[src/logic/tai_pkg.sv]
// Summary of operation
// [RULE_01] remote2 code low bits at bits 7:6
// [RULE_02] remote2 code msb from separate register
// [RULE_03] remote2 code sets adjustment spacing
// [RULE_04] delay counted in monitoring cycles, eight per second
// [RULE_05] decrease interval 8 shl code cycles
// [RULE_06] increase interval twice decrease interval
// [RULE_07] local code at bits 5:3
// [RULE_08] remote1 code at bits 2:0
// [RULE_09] restart count after each adjustment
`default_nettype none
package tai_pkg;
  localparam int CODE_W = 3;
  localparam int CHANNELS = 3;
  localparam int CNT_W = 12;
  localparam int REMOTE1_LSB = 0;
  localparam int LOCAL_LSB = 3;
  localparam int REMOTE2_LSB = 6;
  localparam int REMOTE2_MSB_POS = 0;
  localparam logic [7:0] CTRL_RESET = 8'h00;
  localparam logic [7:0] DYN_RESET = 8'h00;
  localparam int MON_CYCLES_PER_SEC = 8;
  localparam logic [CNT_W-1:0] DEC_BASE_CYCLES = 12'h008;
  localparam logic [CNT_W-1:0] INC_BASE_CYCLES = 12'h010;

  typedef struct packed {
    logic lower;
    logic raise;
  } tai_req_t;

  typedef struct packed {
    logic lowerOk;
    logic raiseOk;
  } tai_grant_t;

  function automatic logic [CNT_W-1:0] tai_interval(input logic [CODE_W-1:0] code, input logic inc);
    logic [CNT_W-1:0] base;
    base = inc ? INC_BASE_CYCLES : DEC_BASE_CYCLES;
    return CNT_W'(base << code);
  endfunction
endpackage
`default_nettype wire

[src/logic/tai_channel_timer.sv]
`timescale 1ns/1ps
`default_nettype none
module tai_channel_timer
  import tai_pkg::*;
(
  // clock and reset
  input wire logic clock,
  input wire logic rst,
  // timing
  input wire logic monTick,
  input wire logic [CODE_W-1:0] code,
  // adjustment handshake
  input wire tai_req_t req,
  output tai_grant_t grant,
  output logic lowerDone,
  output logic raiseDone
);
  logic [CNT_W-1:0] lowerCnt;
  logic [CNT_W-1:0] raiseCnt;

  // counters saturate at the interval so a later code change takes effect at once
  assign grant.lowerOk = lowerCnt >= tai_interval(code, 1'b0); // [RULE_05]
  assign grant.raiseOk = raiseCnt >= tai_interval(code, 1'b1); // [RULE_06]

  always_ff @(posedge clock)
  begin
    if (rst)
      lowerCnt <= '0;
    else if (req.lower && grant.lowerOk)
      lowerCnt <= '0; // [RULE_09]
    else if (monTick && !grant.lowerOk)
      lowerCnt <= CNT_W'(lowerCnt + 1'b1); // [RULE_04]
  end

  always_ff @(posedge clock)
  begin
    if (rst)
      raiseCnt <= '0;
    else if (req.raise && grant.raiseOk)
      raiseCnt <= '0; // [RULE_09]
    else if (monTick && !grant.raiseOk)
      raiseCnt <= CNT_W'(raiseCnt + 1'b1); // [RULE_04]
  end

  always_ff @(posedge clock)
  begin
    if (rst)
    begin
      lowerDone <= 1'b0;
      raiseDone <= 1'b0;
    end
    else
    begin
      lowerDone <= req.lower && grant.lowerOk;
      raiseDone <= req.raise && grant.raiseOk && !(req.lower && grant.lowerOk);
    end
  end

  lower_wait_a: assert property (@(posedge clock) disable iff (rst)
    (req.lower && grant.lowerOk) |=> !grant.lowerOk) else $error("lower allowed twice"); // [RULE_09]
  raise_wait_a: assert property (@(posedge clock) disable iff (rst)
    (req.raise && grant.raiseOk && !(req.lower && grant.lowerOk)) |=> !grant.raiseOk)
    else $error("raise allowed twice"); // [RULE_09]
  // with equal counts and lower not yet granted, raise is short of its longer interval, so raise must not lead lower
  raise_longer_a: assert property (@(posedge clock) disable iff (rst)
    (raiseCnt == lowerCnt) && !grant.lowerOk |-> !grant.raiseOk) else $error("raise before lower interval"); // [RULE_06]
  lower_count_a: assert property (@(posedge clock) disable iff (rst)
    (!grant.lowerOk && !monTick) |=> $stable(lowerCnt) || $past(req.lower)) else $error("count moved without tick"); // [RULE_04]
endmodule // tai_channel_timer
`default_nettype wire

[src/logic/tai_interval_top.sv]
`timescale 1ns/1ps
`default_nettype none
module tai_interval_top
  import tai_pkg::*;
#(
  parameter int CHAN = CHANNELS
)
(
  // clock and reset
  input wire logic clock,
  input wire logic rst,
  // register writes
  input wire logic ctrlWrite,
  input wire logic [7:0] ctrlWdata,
  input wire logic dynWrite,
  input wire logic [7:0] dynWdata,
  // register read back
  output logic [7:0] ctrlRdata,
  output logic [7:0] dynRdata,
  // monitoring loop
  input wire logic monTick,
  input wire tai_req_t [CHAN-1:0] adjReq,
  output tai_grant_t [CHAN-1:0] adjGrant,
  output logic [CHAN-1:0] lowerDone,
  output logic [CHAN-1:0] raiseDone,
  // decoded codes: remote1, local, remote2
  output logic [CODE_W-1:0] remote1_interval_code,
  output logic [CODE_W-1:0] local_interval_code,
  output logic [CODE_W-1:0] remote2_interval_code
);
  // the code decode below serves exactly remote1, local and remote2
  if (CHAN != CHANNELS)
  begin : g_bad_chan
    $error("three channels only");
  end

  ////////////////////////////////////////////////////////////////
  always_ff @(posedge clock)
  begin
    if (rst)
      ctrlRdata <= CTRL_RESET;
    else if (ctrlWrite)
      ctrlRdata <= ctrlWdata; // [RULE_01] [RULE_07] [RULE_08]
  end

  // other bits of this register belong to neighbouring logic; stored only
  always_ff @(posedge clock)
  begin
    if (rst)
      dynRdata <= DYN_RESET;
    else if (dynWrite)
      dynRdata <= dynWdata; // [RULE_02]
  end

  ////////////////////////////////////////////////////////////////
  assign remote1_interval_code = ctrlRdata[REMOTE1_LSB +: CODE_W]; // [RULE_08]
  assign local_interval_code = ctrlRdata[LOCAL_LSB +: CODE_W]; // [RULE_07]
  assign remote2_interval_code = {dynRdata[REMOTE2_MSB_POS], ctrlRdata[REMOTE2_LSB +: 2]}; // [RULE_01] [RULE_02]

  logic [CODE_W-1:0] codes [CHAN];
  assign codes[0] = remote1_interval_code;
  assign codes[1] = local_interval_code;
  assign codes[2] = remote2_interval_code; // [RULE_03]

  for (genvar i = 0; i < CHAN; i++)
  begin : g_chan
    tai_channel_timer u_timer (
      .clock(clock),
      .rst(rst),
      .monTick(monTick),
      .code(codes[i]),
      .req(adjReq[i]),
      .grant(adjGrant[i]),
      .lowerDone(lowerDone[i]),
      .raiseDone(raiseDone[i])
    );
  end

  remote2_code_a: assert property (@(posedge clock) disable iff (rst)
    $rose(dynWrite) && dynWdata[0] |=> remote2_interval_code[2]) else $error("remote2 msb not taken"); // [RULE_02]
  remote2_low_a: assert property (@(posedge clock) disable iff (rst)
    ctrlWrite |=> remote2_interval_code[1:0] == $past(ctrlWdata[7:6])) else $error("remote2 low bits wrong"); // [RULE_01]
  local_code_a: assert property (@(posedge clock) disable iff (rst)
    ctrlWrite |=> local_interval_code == $past(ctrlWdata[5:3])) else $error("local code wrong"); // [RULE_07]
  remote1_code_a: assert property (@(posedge clock) disable iff (rst)
    ctrlWrite |=> remote1_interval_code == $past(ctrlWdata[2:0])) else $error("remote1 code wrong"); // [RULE_08]
  reset_grant_a: assert property (@(posedge clock)
    rst |=> !adjGrant[2].lowerOk && !adjGrant[2].raiseOk) else $error("grant after reset"); // [RULE_03]
  lower_cov: cover property (@(posedge clock) disable iff (rst) lowerDone[2]);
  raise_cov: cover property (@(posedge clock) disable iff (rst) raiseDone[0]);
  code_cov: cover property (@(posedge clock) disable iff (rst) remote2_interval_code == 3'h7);
  both_cov: cover property (@(posedge clock) disable iff (rst)
    adjReq[0].lower && adjGrant[0].lowerOk && adjReq[0].raise && adjGrant[0].raiseOk);

  ////////////////////////////////////////////////////////////////
  // registers only move on their own write strobe
  ctrl_hold_a: assert property (@(posedge clock) disable iff (rst)
    !ctrlWrite |=> $stable(ctrlRdata)) else $error("control register moved"); // [RULE_01]
  dyn_hold_a: assert property (@(posedge clock) disable iff (rst)
    !dynWrite |=> $stable(dynRdata)) else $error("dynamic register moved"); // [RULE_02]

  ////////////////////////////////////////////////////////////////
  // per channel handshake checks
  for (genvar k = 0; k < CHAN; k++)
  begin : g_chk
    lower_done_a: assert property (@(posedge clock) disable iff (rst)
      (adjReq[k].lower && adjGrant[k].lowerOk) |=> lowerDone[k]) else $error("lower not acknowledged"); // [RULE_09]
    lower_refuse_a: assert property (@(posedge clock) disable iff (rst)
      !(adjReq[k].lower && adjGrant[k].lowerOk) |=> !lowerDone[k]) else $error("lower acknowledged early"); // [RULE_09]
    raise_refuse_a: assert property (@(posedge clock) disable iff (rst)
      !(adjReq[k].raise && adjGrant[k].raiseOk) |=> !raiseDone[k]) else $error("raise acknowledged early"); // [RULE_09]
    both_taken_a: assert property (@(posedge clock) disable iff (rst)
      (adjReq[k].lower && adjGrant[k].lowerOk && adjReq[k].raise && adjGrant[k].raiseOk)
      |=> lowerDone[k] && !raiseDone[k] && !adjGrant[k].raiseOk) else $error("double adjustment wrong"); // [RULE_09]
    lower_pulse_a: assert property (@(posedge clock) disable iff (rst)
      lowerDone[k] |=> !lowerDone[k]) else $error("lower done too long"); // [RULE_09]
    raise_pulse_a: assert property (@(posedge clock) disable iff (rst)
      raiseDone[k] |=> !raiseDone[k]) else $error("raise done too long"); // [RULE_09]
    // a write may lengthen the interval and withdraw a grant, so it is excluded
    lower_keep_a: assert property (@(posedge clock) disable iff (rst)
      adjGrant[k].lowerOk && !adjReq[k].lower && !ctrlWrite && !dynWrite |=> adjGrant[k].lowerOk)
      else $error("lower grant lost"); // [RULE_05]
    raise_keep_a: assert property (@(posedge clock) disable iff (rst)
      adjGrant[k].raiseOk && !adjReq[k].raise && !ctrlWrite && !dynWrite |=> adjGrant[k].raiseOk)
      else $error("raise grant lost"); // [RULE_06]
  end
endmodule // tai_interval_top
`default_nettype wire

[config.mk]
export PLATFORM = sky130hd
export DESIGN_NAME = tai_interval_top
export DESIGN_NICKNAME = d
export VERILOG_FILES = /design/src/logic/tai_pkg.sv /design/src/logic/tai_channel_timer.sv /design/src/logic/tai_interval_top.sv
export SDC_FILE = /design/constraint.sdc
export NUM_CORES = 1
export LEC_CHECK = 0
export ABC_AREA = 0
export BUFFER_PORTS_ARGS = -buffer_cell sky130_fd_sc_hd__buf_4
export CAP_MARGIN = 20
export CORE_MARGIN = 5
export CORE_UTILIZATION = 35
export CTS_BUF_LIST = sky130_fd_sc_hd__clkbuf_4 sky130_fd_sc_hd__clkbuf_8 sky130_fd_sc_hd__clkbuf_16
export DETAILED_ROUTE_END_ITERATION = 12
export GPL_TIMING_DRIVEN = 1
export SETUP_SLACK_MARGIN = 0.4
export SLEW_MARGIN = 15
export SYNTH_ARGS = -nofsm -noshare
export SYNTH_HDL_FRONTEND = slang
export SYNTH_SLANG_ARGS = --single-unit
[constraint.sdc]
create_clock -name clock -period 3.3 [get_ports clock]
set_input_delay 0.495 -clock clock [delete_from_list [all_inputs] [get_ports clock]]
set_output_delay 0.495 -clock clock [all_outputs]
set_load 0.01 [all_outputs]
Word level (Yosys, flattened, before mapping)
Cells that the tools add are included.
- bitwise gates (word level): 0
- order comparisons: 6
- div/mod/pow operators: 0
- reduce and logical (&&, ||, !) cells: 30
- $mul: 0
- shifts and indexed selects: 6
- equal/unequal tests: 0
- add/subtract/negate cells: 6
- multiplexer cells: 0
- operators with widths (kind ; number):
    $add 12x1->12 const B ; 6
    $ge 12x12->1 ; 6
    $shl 4x3->12 const A ; 3
    $shl 5x3->12 const A ; 3
    $logic_and 1x1->1 ; 15
    $reduce_or 2->1 ; 6
    $logic_not 1->1 ; 9
- ROM bits: 0
- register bits: 94
- memories: 0
- RAM bits: 0
- latch bits: 0
- word-level logic and storage cells: 62

Logic depth before layout (Yosys ltp)
Gate-level depths: netlist of run 1.
- word-level depth: 5
- depth in mapped cells: 11

By module
Synthesis of run 1 repeated with hierarchy kept, for this count alone.
- cell total of the unflattened synthesis: 682
- area, all modules: 5793.1 um^2
- by module, submodules not included (module ; area each (um^2) ; cells each ; times used ; sequential area each (um^2)):
    tai_channel_timer (g_chan[0].u_timer) ; 1816.7 ; 228 ; 1 ; 520.5
    tai_channel_timer (g_chan[1].u_timer) ; 1665.3 ; 196 ; 1 ; 520.5
    tai_channel_timer (g_chan[2].u_timer) ; 1664.1 ; 197 ; 1 ; 520.5
    tai_interval_top ; 646.9 ; 61 ; 1 ; 320.3

Worst setup path after synthesis of run 1
Ideal clock, no wire load.
- path type: register to output
- from: register ctrlRdata[6]
- to: output port adjGrant[5] (netlist bit)
- arrival: 2407 ps
- required time: 2805 ps
- buffers on the path: 3
- stages on the path, launching flop included: 9
- setup slack: 398 ps
- path through: dfxtp_1 clkbuf_1 or3b_2 ha_1 o211ai_1 a211oi_1 or3_1 clkbuf_1 clkbuf_1
- RTL lines (element ; line ; text):
    from (decl) ; tai_interval_top.sv:18 ; output logic [7:0] ctrlRdata,
    from (signal assigned) ; tai_interval_top.sv:43 ; ctrlRdata <= ctrlWdata;
    to (decl) ; tai_interval_top.sv:23 ; output tai_grant_t [CHAN-1:0] adjGrant,

==> flow_summary.json, run 1 <==
{
  "grt_usage_pct": 14.9,
  "cp-end-kind": "output port",
  "core_area_mm2": 0.0160,
  "endpoint": "adjGrant[5]",
  "h-tree-depth": 3,
  "maxSlewHeadroom_pct": 51.4,
  "clk_path_buf_depth": 2,
  "worstSkewPairLatency_ns": 0.35,
  "place_congestion": 0.806,
  "vias_per_cell": 5.51,
  "synth.area.top_cells": "dfxtp_1 (33%), ha_1 (13%), a21oi_1 (4.6%), nand2_1 (3.8%), mux2i_1 (3.7%)",
  "drive_gt1_share_pct": 18.5,
  "fin_skew_ns": 0.00443,
  "drt_iter0_drc": 319,
  "die_x_um": 138,
  "p_per_area_mw_per_mm2": 406,
  "drc_errors": 0,
  "wl_um": 14400,
  "ant_nets": 0,
  "hold_viol_final": 0,
  "synth_edf_count": 0,
  "rows": 46,
  "critical_path_class": "reg -> out",
  "max_freq_mhz": 353,
  "startpoint": "dynRdata[0]$_SDFFE_PP0P_",
  "start_util_pct": 36.0,
  "grt_pass1_vias": 4949,
  "cp.arrival_ns": 2.34,
  "max-vdd-ir-drop_mv": 0.207,
  "n_antenna_cell": 0,
  "fin_crit_ns": 2.83,
  "ctsRootBufferMaster": "clkbuf_16",
  "vias": 5242,
  "holdCritPathClass": "in -> reg",
  "wire_per_inst_um": 15.1,
  "hpwlAfterDp_um": 10700,
  "power_leakage_uw": 0.00273,
  "yosys_warnings": 0,
  "fillCellCount": 1612,
  "synth-seq-cells": 94,
  "synth_nets": 778,
  "r2r-start": "dynRdata[0]$_SDFFE_PP0P_",
  "regToRegSetupSlack_ns": 0.53,
  "finalSetupTns_ns": 0,
  "path_max_fanout": 11,
  "clkTransAtPathRegs_ns": 0.07,
  "netlist_area_mm2": 0.00575,
  "antenna_found_initial": 0,
  "syn_inst": 691,
  "drv_cap": 0,
  "yosysMostFrequentCell": "dfxtp_1",
  "post-route-period-util_pct": 85.8,
  "grt_pass1_wl_um": 24000,
  "ff2ff_path_depth": 8,
  "cts_tree": "yes",
  "setup_violations": 0,
  "area_growth_pct": 18.5,
  "ys.flop_type": "dfxtp_1",
  "required_ns": 2.80,
  "numCtsBuffers": 9,
  "synth_commonest_cells": "dfxtp_1 (94), ha_1 (60), nand2_1 (58)",
  "tightestPinTransition_ns": 0.722,
  "syn_avg_cell_area_um2": 8.33,
  "status": "completed",
  "critPathLaunchType": "flip-flop",
  "worstReg2RegEnd": "g_chan[2].u_timer.lowerCnt[8]$_SDFFE_PP0P_",
  "fin_nets": 818,
  "seq_area_frac_synth_pct": 32.7,
  "grt_max_degree": 32,
  "dieArea_mm2": 0.0191,
  "synth_cell_types": 55,
  "rsz0062_at_grt": "true",
  "clock_sinks": 94,
  "final_util_pct": 42.6,
  "numPortBuffers": 63,
  "yosysTopAreaCell": "dfxtp_1",
  "grt-ovfl-total": 0,
  "drv_slew": 0,
  "die_height_um": 138,
  "synth_top_area_share_pct": 32.7,
  "firstDrtPassIters": 4,
  "ios": 64,
  "async_reset_ff_share_pct": 0
}
-- layout by cell type (no fill, tap or decap), types with 17 or more instances in the layout --
cell,instances
nand2_1,58
nand3_1,34
dfxtp_1,85
nand4_1,17
ha_1,59
or4_1,17
inv_1,24
buf_4,79
a21oi_1,51
o31ai_1,21
nor2_1,53
mux2i_1,21
o21ai_0,23
-- routing by layer --
layer	track usage, %	share of wire (%)	up-vias
met3	2.41	3.0	25
met5	0	0	-
met2	25.8	50	83
li1	-	-	2634
met4	6.24	2.4	0
met1	18.5	45	2500
-- worst min path at each step --
stage               slack (ns)                                     endpoint  depth (start not counted)                                        start
finish                    0.37                    ctrlRdata[6]$_SDFFE_PP0P_                          3                                 ctrlWdata[6]
global route              0.37       g_chan[2].u_timer.lowerDone$_SDFF_PP0_                          2                                    adjReq[5]
CTS                       0.36                    ctrlRdata[6]$_SDFFE_PP0P_                          3                                 ctrlWdata[6]
detailed placement        0.47   g_chan[2].u_timer.raiseCnt[2]$_SDFFE_PP0P_                          1   g_chan[2].u_timer.raiseCnt[2]$_SDFFE_PP0P_
global placement          0.45   g_chan[2].u_timer.raiseCnt[3]$_SDFFE_PP0P_                          1   g_chan[2].u_timer.raiseCnt[3]$_SDFFE_PP0P_
floorplan                 0.44  g_chan[2].u_timer.raiseCnt[11]$_SDFFE_PP0P_                          1  g_chan[2].u_timer.raiseCnt[11]$_SDFFE_PP0P_
-- worst max-delay path, cell delays in order (launching register included) --
cell      delay, ns
dfxtp_4        0.38
or3_1          0.41
ha_1           0.28
o211ai_1       0.21
a211oi_2       0.13
or3_4          0.42
buf_4          0.15
-- state kept, by name, indices dropped and copies added (netlist names) --
| name | count |
|---|---|
| g_chan.u_timer.raiseCnt | 36 |
| g_chan.u_timer.raiseDone | 3 |
| g_chan.u_timer.lowerCnt | 36 |
| g_chan.u_timer.lowerDone | 3 |
| ctrlRdata | 8 |
| dynRdata | 8 |
-- power by group --
| part | leakage (uW) | switching, uW | internal (uW) |
|---|---|---|---|
| clock | 0.000154 | 451 | 682 |
| sequential | 0.000767 | 37.0 | 1170 |
| combinational | 0.00181 | 243 | 188 |
| total | 0.00273 | 731 | 2040 |
-- per-stage QoR --
step	instances	setup slack (ns)	total power (uW)	hold WS, ns	instance area, um^2
6_report	952	0.467	2770	0.375	6820
5_1_grt	952	0.360	2910	0.373	6820
4_1_cts	949	0.387	2800	0.362	6730
3_5_place_dp	929	0.292	1630	0.469	6320
3_3_place_gp	929	0.429	1610	0.455	6320
2_1_floorplan	691	0.402	1490	0.443	5750
-- cell families after synthesis --
logic type	count (synthesis)	synth area share, %
AOI/OAI and AO/OA	165	18.4
xor gates and xnor gates	4	0.609
adders and majority gates	60	13.0
buffers and inverters	79	6.20
DFF	94	32.7
muxes	23	4.05
and+or+nand+nor	266	24.9
-- layout make-up --
type | count | area (um^2) | area share, %
timing repair buffer | 80 | 604 | 8.87
clock buffer | 10 | 239 | 3.51
inverter | 28 | 105 | 1.54
clock inverter | 6 | 85.1 | 1.25
sequential | 94 | 1910 | 28.0
multi-input combinational | 518 | 3610 | 52.9
tap | 216 | 270 | 3.96
-- what timing repair did --
| item | CTS | global route |
|---|---|---|
| hold buffers | 0 | 0 |
| buffers inserted | 4 | 3 |
| setup endpoints to repair | 40 | 24 |
| pin swaps | 2 | 7 |
| gates resized for setup | 19 | 20 |
Power figures use the tool's default switching activity.
==> run 2: changes to the inputs <==
==> constraint.sdc (replaced) <==
create_clock -name clock -period 2.55 [get_ports clock]
set_input_delay 0.3825 -clock clock [delete_from_list [all_inputs] [get_ports clock]]
set_output_delay 0.3825 -clock clock [all_outputs]
set_load 0.01 [all_outputs]
==> run 2 against run 1 <==
  * The run now ends with setup timing left
  * Cell count is 7.5% higher
  * Combinational power is 130% higher
  * Power is 43% higher
  * Register-to-register slack worse by 0.61 ns
  * Die area stayed put
  * Clock-buffer cell count is 2 higher
  * Largest power group unchanged
  * Highest routed layer unchanged
==> flow_summary.json, run 2 (synthesis gave the netlist of run 1 again) <==
{
  "final_util_pct": 52.2,
  "rows": 46,
  "grt-ovfl-total": 0,
  "final_cell_area_mm2": 0.00835,
  "die_height_um": 138,
  "critPathSlowestCell": "or4_4",
  "grt_pass1_wl_um": 26700,
  "power_leakage_uw": 0.00327,
  "ios": 64,
  "firstDrtPassIters": 4,
  "largestRegisters": "g_chan.u_timer.lowerCnt x36, g_chan.u_timer.raiseCnt x36",
  "hpwlAfterDp_um": 11200,
  "hold_viol_final": 0,
  "fin_crit_ns": 2.63,
  "cts_tree": "yes",
  "required_ns": 2.84,
  "final_cell_mix": "buf_4 (108), dfxtp_1 (85), nand2_1 (51)",
  "rsz0062_at_grt": "true",
  "ant_nets": 0,
  "critPathLaunchType": "flip-flop",
  "start_util_pct": 36.0,
  "status": "complete, but fails checks",
  "core_area_mm2": 0.0160,
  "numCtsBuffers": 9,
  "antenna_found_initial": 0,
  "cts_hold_buf": 0,
  "wire_per_inst_um": 16.8,
  "dieArea_mm2": 0.0191,
  "clock_sinks": 94,
  "path_max_fanout": 8,
  "dpl_cell_area_mm2": 0.00671,
  "grt_max_degree": 24,
  "numPortBuffers": 63,
  "cp-end-kind": "flip-flop",
  "ctsRootBufferMaster": "clkbuf_16",
  "fin_ws_ns": -0.0848,
  "slowest_delay_ns": 0.49,
  "drive_gt1_share_pct": 40.5,
  "maxSlewHeadroom_pct": 57.5,
  "n_antenna_cell": 0,
  "setup_violations": 11,
  "grt_pass1_vias": 5519,
  "critical_path.cell_chain": "or3_4 > ha_4 > o211ai_1 > a211oi_2 > or3_4 > buf_4 > buf_6 > or4_4 > a21oi_2",
  "holdCritPathClass": "in -> reg",
  "final_common_cell": "buf_4",
  "fin_nets": 890,
  "drt_iter0_drc": 267,
  "die_x_um": 138,
  "fin_skew_ns": 0.00435,
  "grt_util_met3_pct": 4.17,
  "post-route-period-util_pct": 103,
  "cp_top_family": "simple AND/OR/NAND/NOR gates",
  "violations": "setup timing",
  "drc_errors": 0,
  "grt_util_met2_pct": 29.4,
  "wl_um": 17200,
  "vias": 5754,
  "h-tree-depth": 3,
  "grt_usage_pct": 16.6,
  "vias_per_cell": 5.62,
  "place_congestion": 0.795,
  "cp.arrival_ns": 2.92,
  "area_growth_pct": 45.2,
  "critical_path_class": "reg -> reg",
  "path_common_cell": "or3_4",
  "max_freq_mhz": 380,
  "cp.buffers_inverters": 2,
  "worstSkewPairLatency_ns": 0.35,
  "clk_path_buf_depth": 2,
  "max-vdd-ir-drop_mv": 0.470,
  "drv_cap": 0,
  "grtUsageMet1_pct": 19.5,
  "drv_slew": 0,
  "p_per_area_mw_per_mm2": 473,
  "busiest_layer": "met2",
  "finalSetupTns_ns": -0.515,
  "tightestPinTransition_ns": 0.636,
  "clkTransAtPathRegs_ns": 0.07
}
run 2: changes by cell type in the layout (fill, tap and decap cells not counted), sizes merged:
cell,delta
a21o,+2
clkbuf,+4
clkinvlp,-2
buf,+68
bufinv,-1
run 2: area by class of cell:
class,count,area (um^2)
fill,1479,7650
multi-input combinational,520,4410
sequential,94,1910
timing repair buffer,150,1360
tap,216,270
clock buffer,12,260
inverter,28,105
clock inverter,3,43.8
run 2: worst reg2reg max path: stages, from the launching register on:
cell	delay, ns
dfxtp_4	0.37
or3_4	0.41
ha_4	0.22
o211ai_1	0.18
a211oi_2	0.10
or3_4	0.39
buf_4	0.15
buf_6	0.13
or4_4	0.49
a21oi_2	0.14
run 2: worst paths after layout:
| kind | start | to | slack, ns | cells past startpoint |
|---|---|---|---|---|
| hold reg to reg | g_chan[2].u_timer.raiseCnt[3]$_SDFFE_PP0P_ | g_chan[2].u_timer.raiseCnt[3]$_SDFFE_PP0P_ | 0.48 | 1 |
| setup reg to reg | dynRdata[0]$_SDFFE_PP0P_ | g_chan[2].u_timer.lowerCnt[10]$_SDFFE_PP0P_ | -0.08 | 9 |
| hold / removal | adjReq[1] | g_chan[0].u_timer.raiseDone$_SDFF_PP0_ | 0.26 | 2 |
| setup / recovery | dynRdata[0]$_SDFFE_PP0P_ | g_chan[2].u_timer.lowerCnt[10]$_SDFFE_PP0P_ | -0.08 | 9 |
run 2: per-stage QoR:
step	std cells	setup slack (ns)	total power, uW	hold slack, ns
finish	1023	-0.0848	3950	0.257
global route	1023	-0.161	4120	0.248
CTS	997	-0.119	3820	0.240
detailed placement	944	-0.0817	2190	0.471
global placement	944	0.00955	2160	0.454
floorplan	691	-0.0344	2030	0.443
run 2: timing repair:
item | 4_1_cts | 5_1_grt
endpoints found under the setup margin | 76 | 84
cloned | 3 | 4
buffers inserted | 35 | 22
resized for setup | 99 | 95
pin swaps | 47 | 39
run 2: power breakdown:
group | switching (uW) | internal [uW] | total [uW]
logic | 461 | 516 | 977
registers | 46.9 | 1510 | 1560
clock network | 602 | 821 | 1420
total | 1110 | 2850 | 3950
run 2: routing by layer:
layer / share of wire [%] / vias up
met2: 51 / 137
met4: 2.4 / 0
met1: 42 / 2794
met5: 0 / -
li1: - / 2786
met3: 4.2 / 37
==> run 3: changes to the inputs <==
--- a/config.mk
+++ b/config.mk
@@ -13,6 +13,7 @@
 export CTS_BUF_LIST = sky130_fd_sc_hd__clkbuf_4 sky130_fd_sc_hd__clkbuf_8 sky130_fd_sc_hd__clkbuf_16
 export DETAILED_ROUTE_END_ITERATION = 12
 export GPL_TIMING_DRIVEN = 1
+export RECOVER_POWER = 50
 export SETUP_SLACK_MARGIN = 0.4
 export SLEW_MARGIN = 15
 export SYNTH_ARGS = -nofsm -noshare
==> run 3 against run 2 <==
  * The run still ends with setup timing left
  * Cell count did not move
  * Sequential power hardly changed
  * Clock power hardly changed
  * Largest cell class unchanged
  * Die area did not move
==> flow_summary.json, run 3 (synthesis gave the netlist of run 1 again) <==
{
  "critical_path.cell_chain": "or3_4 > ha_4 > o211ai_1 > a211oi_2 > or3_4 > buf_6 > buf_6",
  "fin_nets": 890,
  "status": "complete, but fails checks",
  "hold_viol_final": 0,
  "core_area_mm2": 0.0160,
  "min_from": "adjReq[1]",
  "final_common_cell": "dfxtp_1",
  "p_per_area_mw_per_mm2": 477,
  "multi_input_area_mm2": 0.00441,
  "drc_errors": 0,
  "cp.buffers_inverters": 2,
  "wire_per_inst_um": 16.8,
  "vias_per_cell": 5.61,
  "drv_cap": 0,
  "largestRegisters": "g_chan.u_timer.lowerCnt x36, g_chan.u_timer.raiseCnt x36",
  "holdCritPathClass": "in -> reg",
  "tightestPinTransition_ns": 1.39,
  "max_freq_mhz": 379,
  "hpwlAfterDp_um": 11200,
  "slowest_delay_ns": 0.41,
  "critPathSlowestCell": "or3_4",
  "cp.arrival_ns": 2.25,
  "die_height_um": 138,
  "h-tree-depth": 3,
  "fin_ws_ns": -0.0870,
  "dieArea_mm2": 0.0191,
  "clk_path_buf_depth": 2,
  "fillCellCount": 1514,
  "numCtsBuffers": 9,
  "grt_pass1_wl_um": 26700,
  "fin_hold_ws_ns": 0.256,
  "numPortBuffers": 63,
  "path_max_fanout": 8,
  "clkTransAtPathRegs_ns": 0.07,
  "startpoint": "dynRdata[0]$_SDFFE_PP0P_",
  "ant_nets": 0,
  "rsz0062_at_grt": "true",
  "start_util_pct": 36.0,
  "violations": "setup timing",
  "antenna_found_initial": 0,
  "firstDrtPassIters": 5,
  "required_ns": 2.17,
  "max-vdd-ir-drop_mv": 0.473,
  "fin_skew_ns": 0.00382,
  "drt_iter0_drc": 250,
  "power_uw": 3930,
  "setup_violations": 11,
  "grt_usage_pct": 16.6,
  "post-route-period-util_pct": 103,
  "n_antenna_cell": 0,
  "cp-end-kind": "output port",
  "cp_top_family": "simple AND/OR/NAND/NOR gates",
  "maxSlewHeadroom_pct": 7.01,
  "critPathLaunchType": "flip-flop",
  "finalNonFillerCells": 1023,
  "placed_cells": 944,
  "die_x_um": 138,
  "vias": 5742,
  "cts_tree": "yes",
  "power_leakage_uw": 0.00316,
  "drive_gt1_share_pct": 37.2,
  "drv_slew": 0,
  "r2r-start": "dynRdata[0]$_SDFFE_PP0P_",
  "seqCellArea_mm2": 0.00191,
  "place_congestion": 0.795,
  "fin_crit_ns": 2.64,
  "critical_path_class": "reg -> out",
  "ctsRootBufferMaster": "clkbuf_16",
  "grt_max_degree": 24,
  "area_growth_pct": 43.5,
  "worstSkewPairLatency_ns": 0.35,
  "grt-ovfl-total": 0,
  "final_cell_mix": "dfxtp_1 (85), buf_4 (81), nand2_1 (51)",
  "grt_pass1_vias": 5519,
  "ios": 64,
  "rows": 46,
  "wl_um": 17200,
  "clock_sinks": 94
}
-- run 3: report_power, final --
part           internal [uW]  total (uW)  switching (uW)
sequential              1510        1550            46.1
combinational            496         957             461
clock                    821        1420             601
total                   2830        3930            1110
-- run 3: worst reg2reg max path: cells and delay by family, from the launching register on --
| kind | cells | cell delay, ns |
|---|---|---|
| flip-flops | 1 | 0.37 |
| AO/OA/AOI/OAI | 3 | 0.42 |
| adder cells (fa/ha/maj) | 1 | 0.22 |
| buffers and inverters | 2 | 0.27 |
| AND/OR/NAND/NOR | 3 | 1.29 |
-- run 3: worst paths after layout --
check / cells past startpoint / slack [ns] / end
worst min-delay path: 2 / 0.26 / g_chan[0].u_timer.raiseDone$_SDFF_PP0_
worst max register to register: 9 / -0.08 / g_chan[2].u_timer.lowerCnt[10]$_SDFFE_PP0P_
worst min register to register: 1 / 0.49 / g_chan[2].u_timer.raiseCnt[2]$_SDFFE_PP0P_
worst max-delay path: 7 / -0.09 / adjGrant[5]
-- run 3: layer usage --
metal / part of all wire [%] / wire, um / global-route usage [%] / vias to the layer above
met1: 43 / 7330 / 19.5 / 2801
met5: 0 / 0 / 0 / -
met3: 4.1 / 698 / 4.17 / 40
met4: 2.6 / 455 / 5.56 / 0
li1: - / - / - / 2779
met2: 51 / 8740 / 29.4 / 122
-- run 3: layout make-up --
type	instances	share of cell area, %
repair buffers	150	15.2
clock buffers	12	3.15
inverters	28	1.27
multi-input cells	520	53.4
well taps	216	3.27
flip-flops and latches	94	23.2
clock inverters	3	0.531
-- run 3: what timing repair did --
action / in CTS / in global routing
resized for setup: 99 / 95
hold buffers: 0 / 0
endpoints found under the setup margin: 76 / 84
gates cloned: 3 / 4
buffers inserted: 35 / 22
pin swaps: 47 / 39
-- run 3: per-stage QoR --
stage	utilization (%)	TNS (ns)	worst slack (ns)	cell area, um^2
2_1_floorplan	-	-0.100	-0.0344	6220
3_3_place_gp	41.9	0	0.00955	6710
3_5_place_dp	41.9	-1.21	-0.0817	6710
4_1_cts	48.1	-0.589	-0.119	7700
5_1_grt	51.6	-2.19	-0.161	8250
6_report	51.6	-0.507	-0.0870	8250
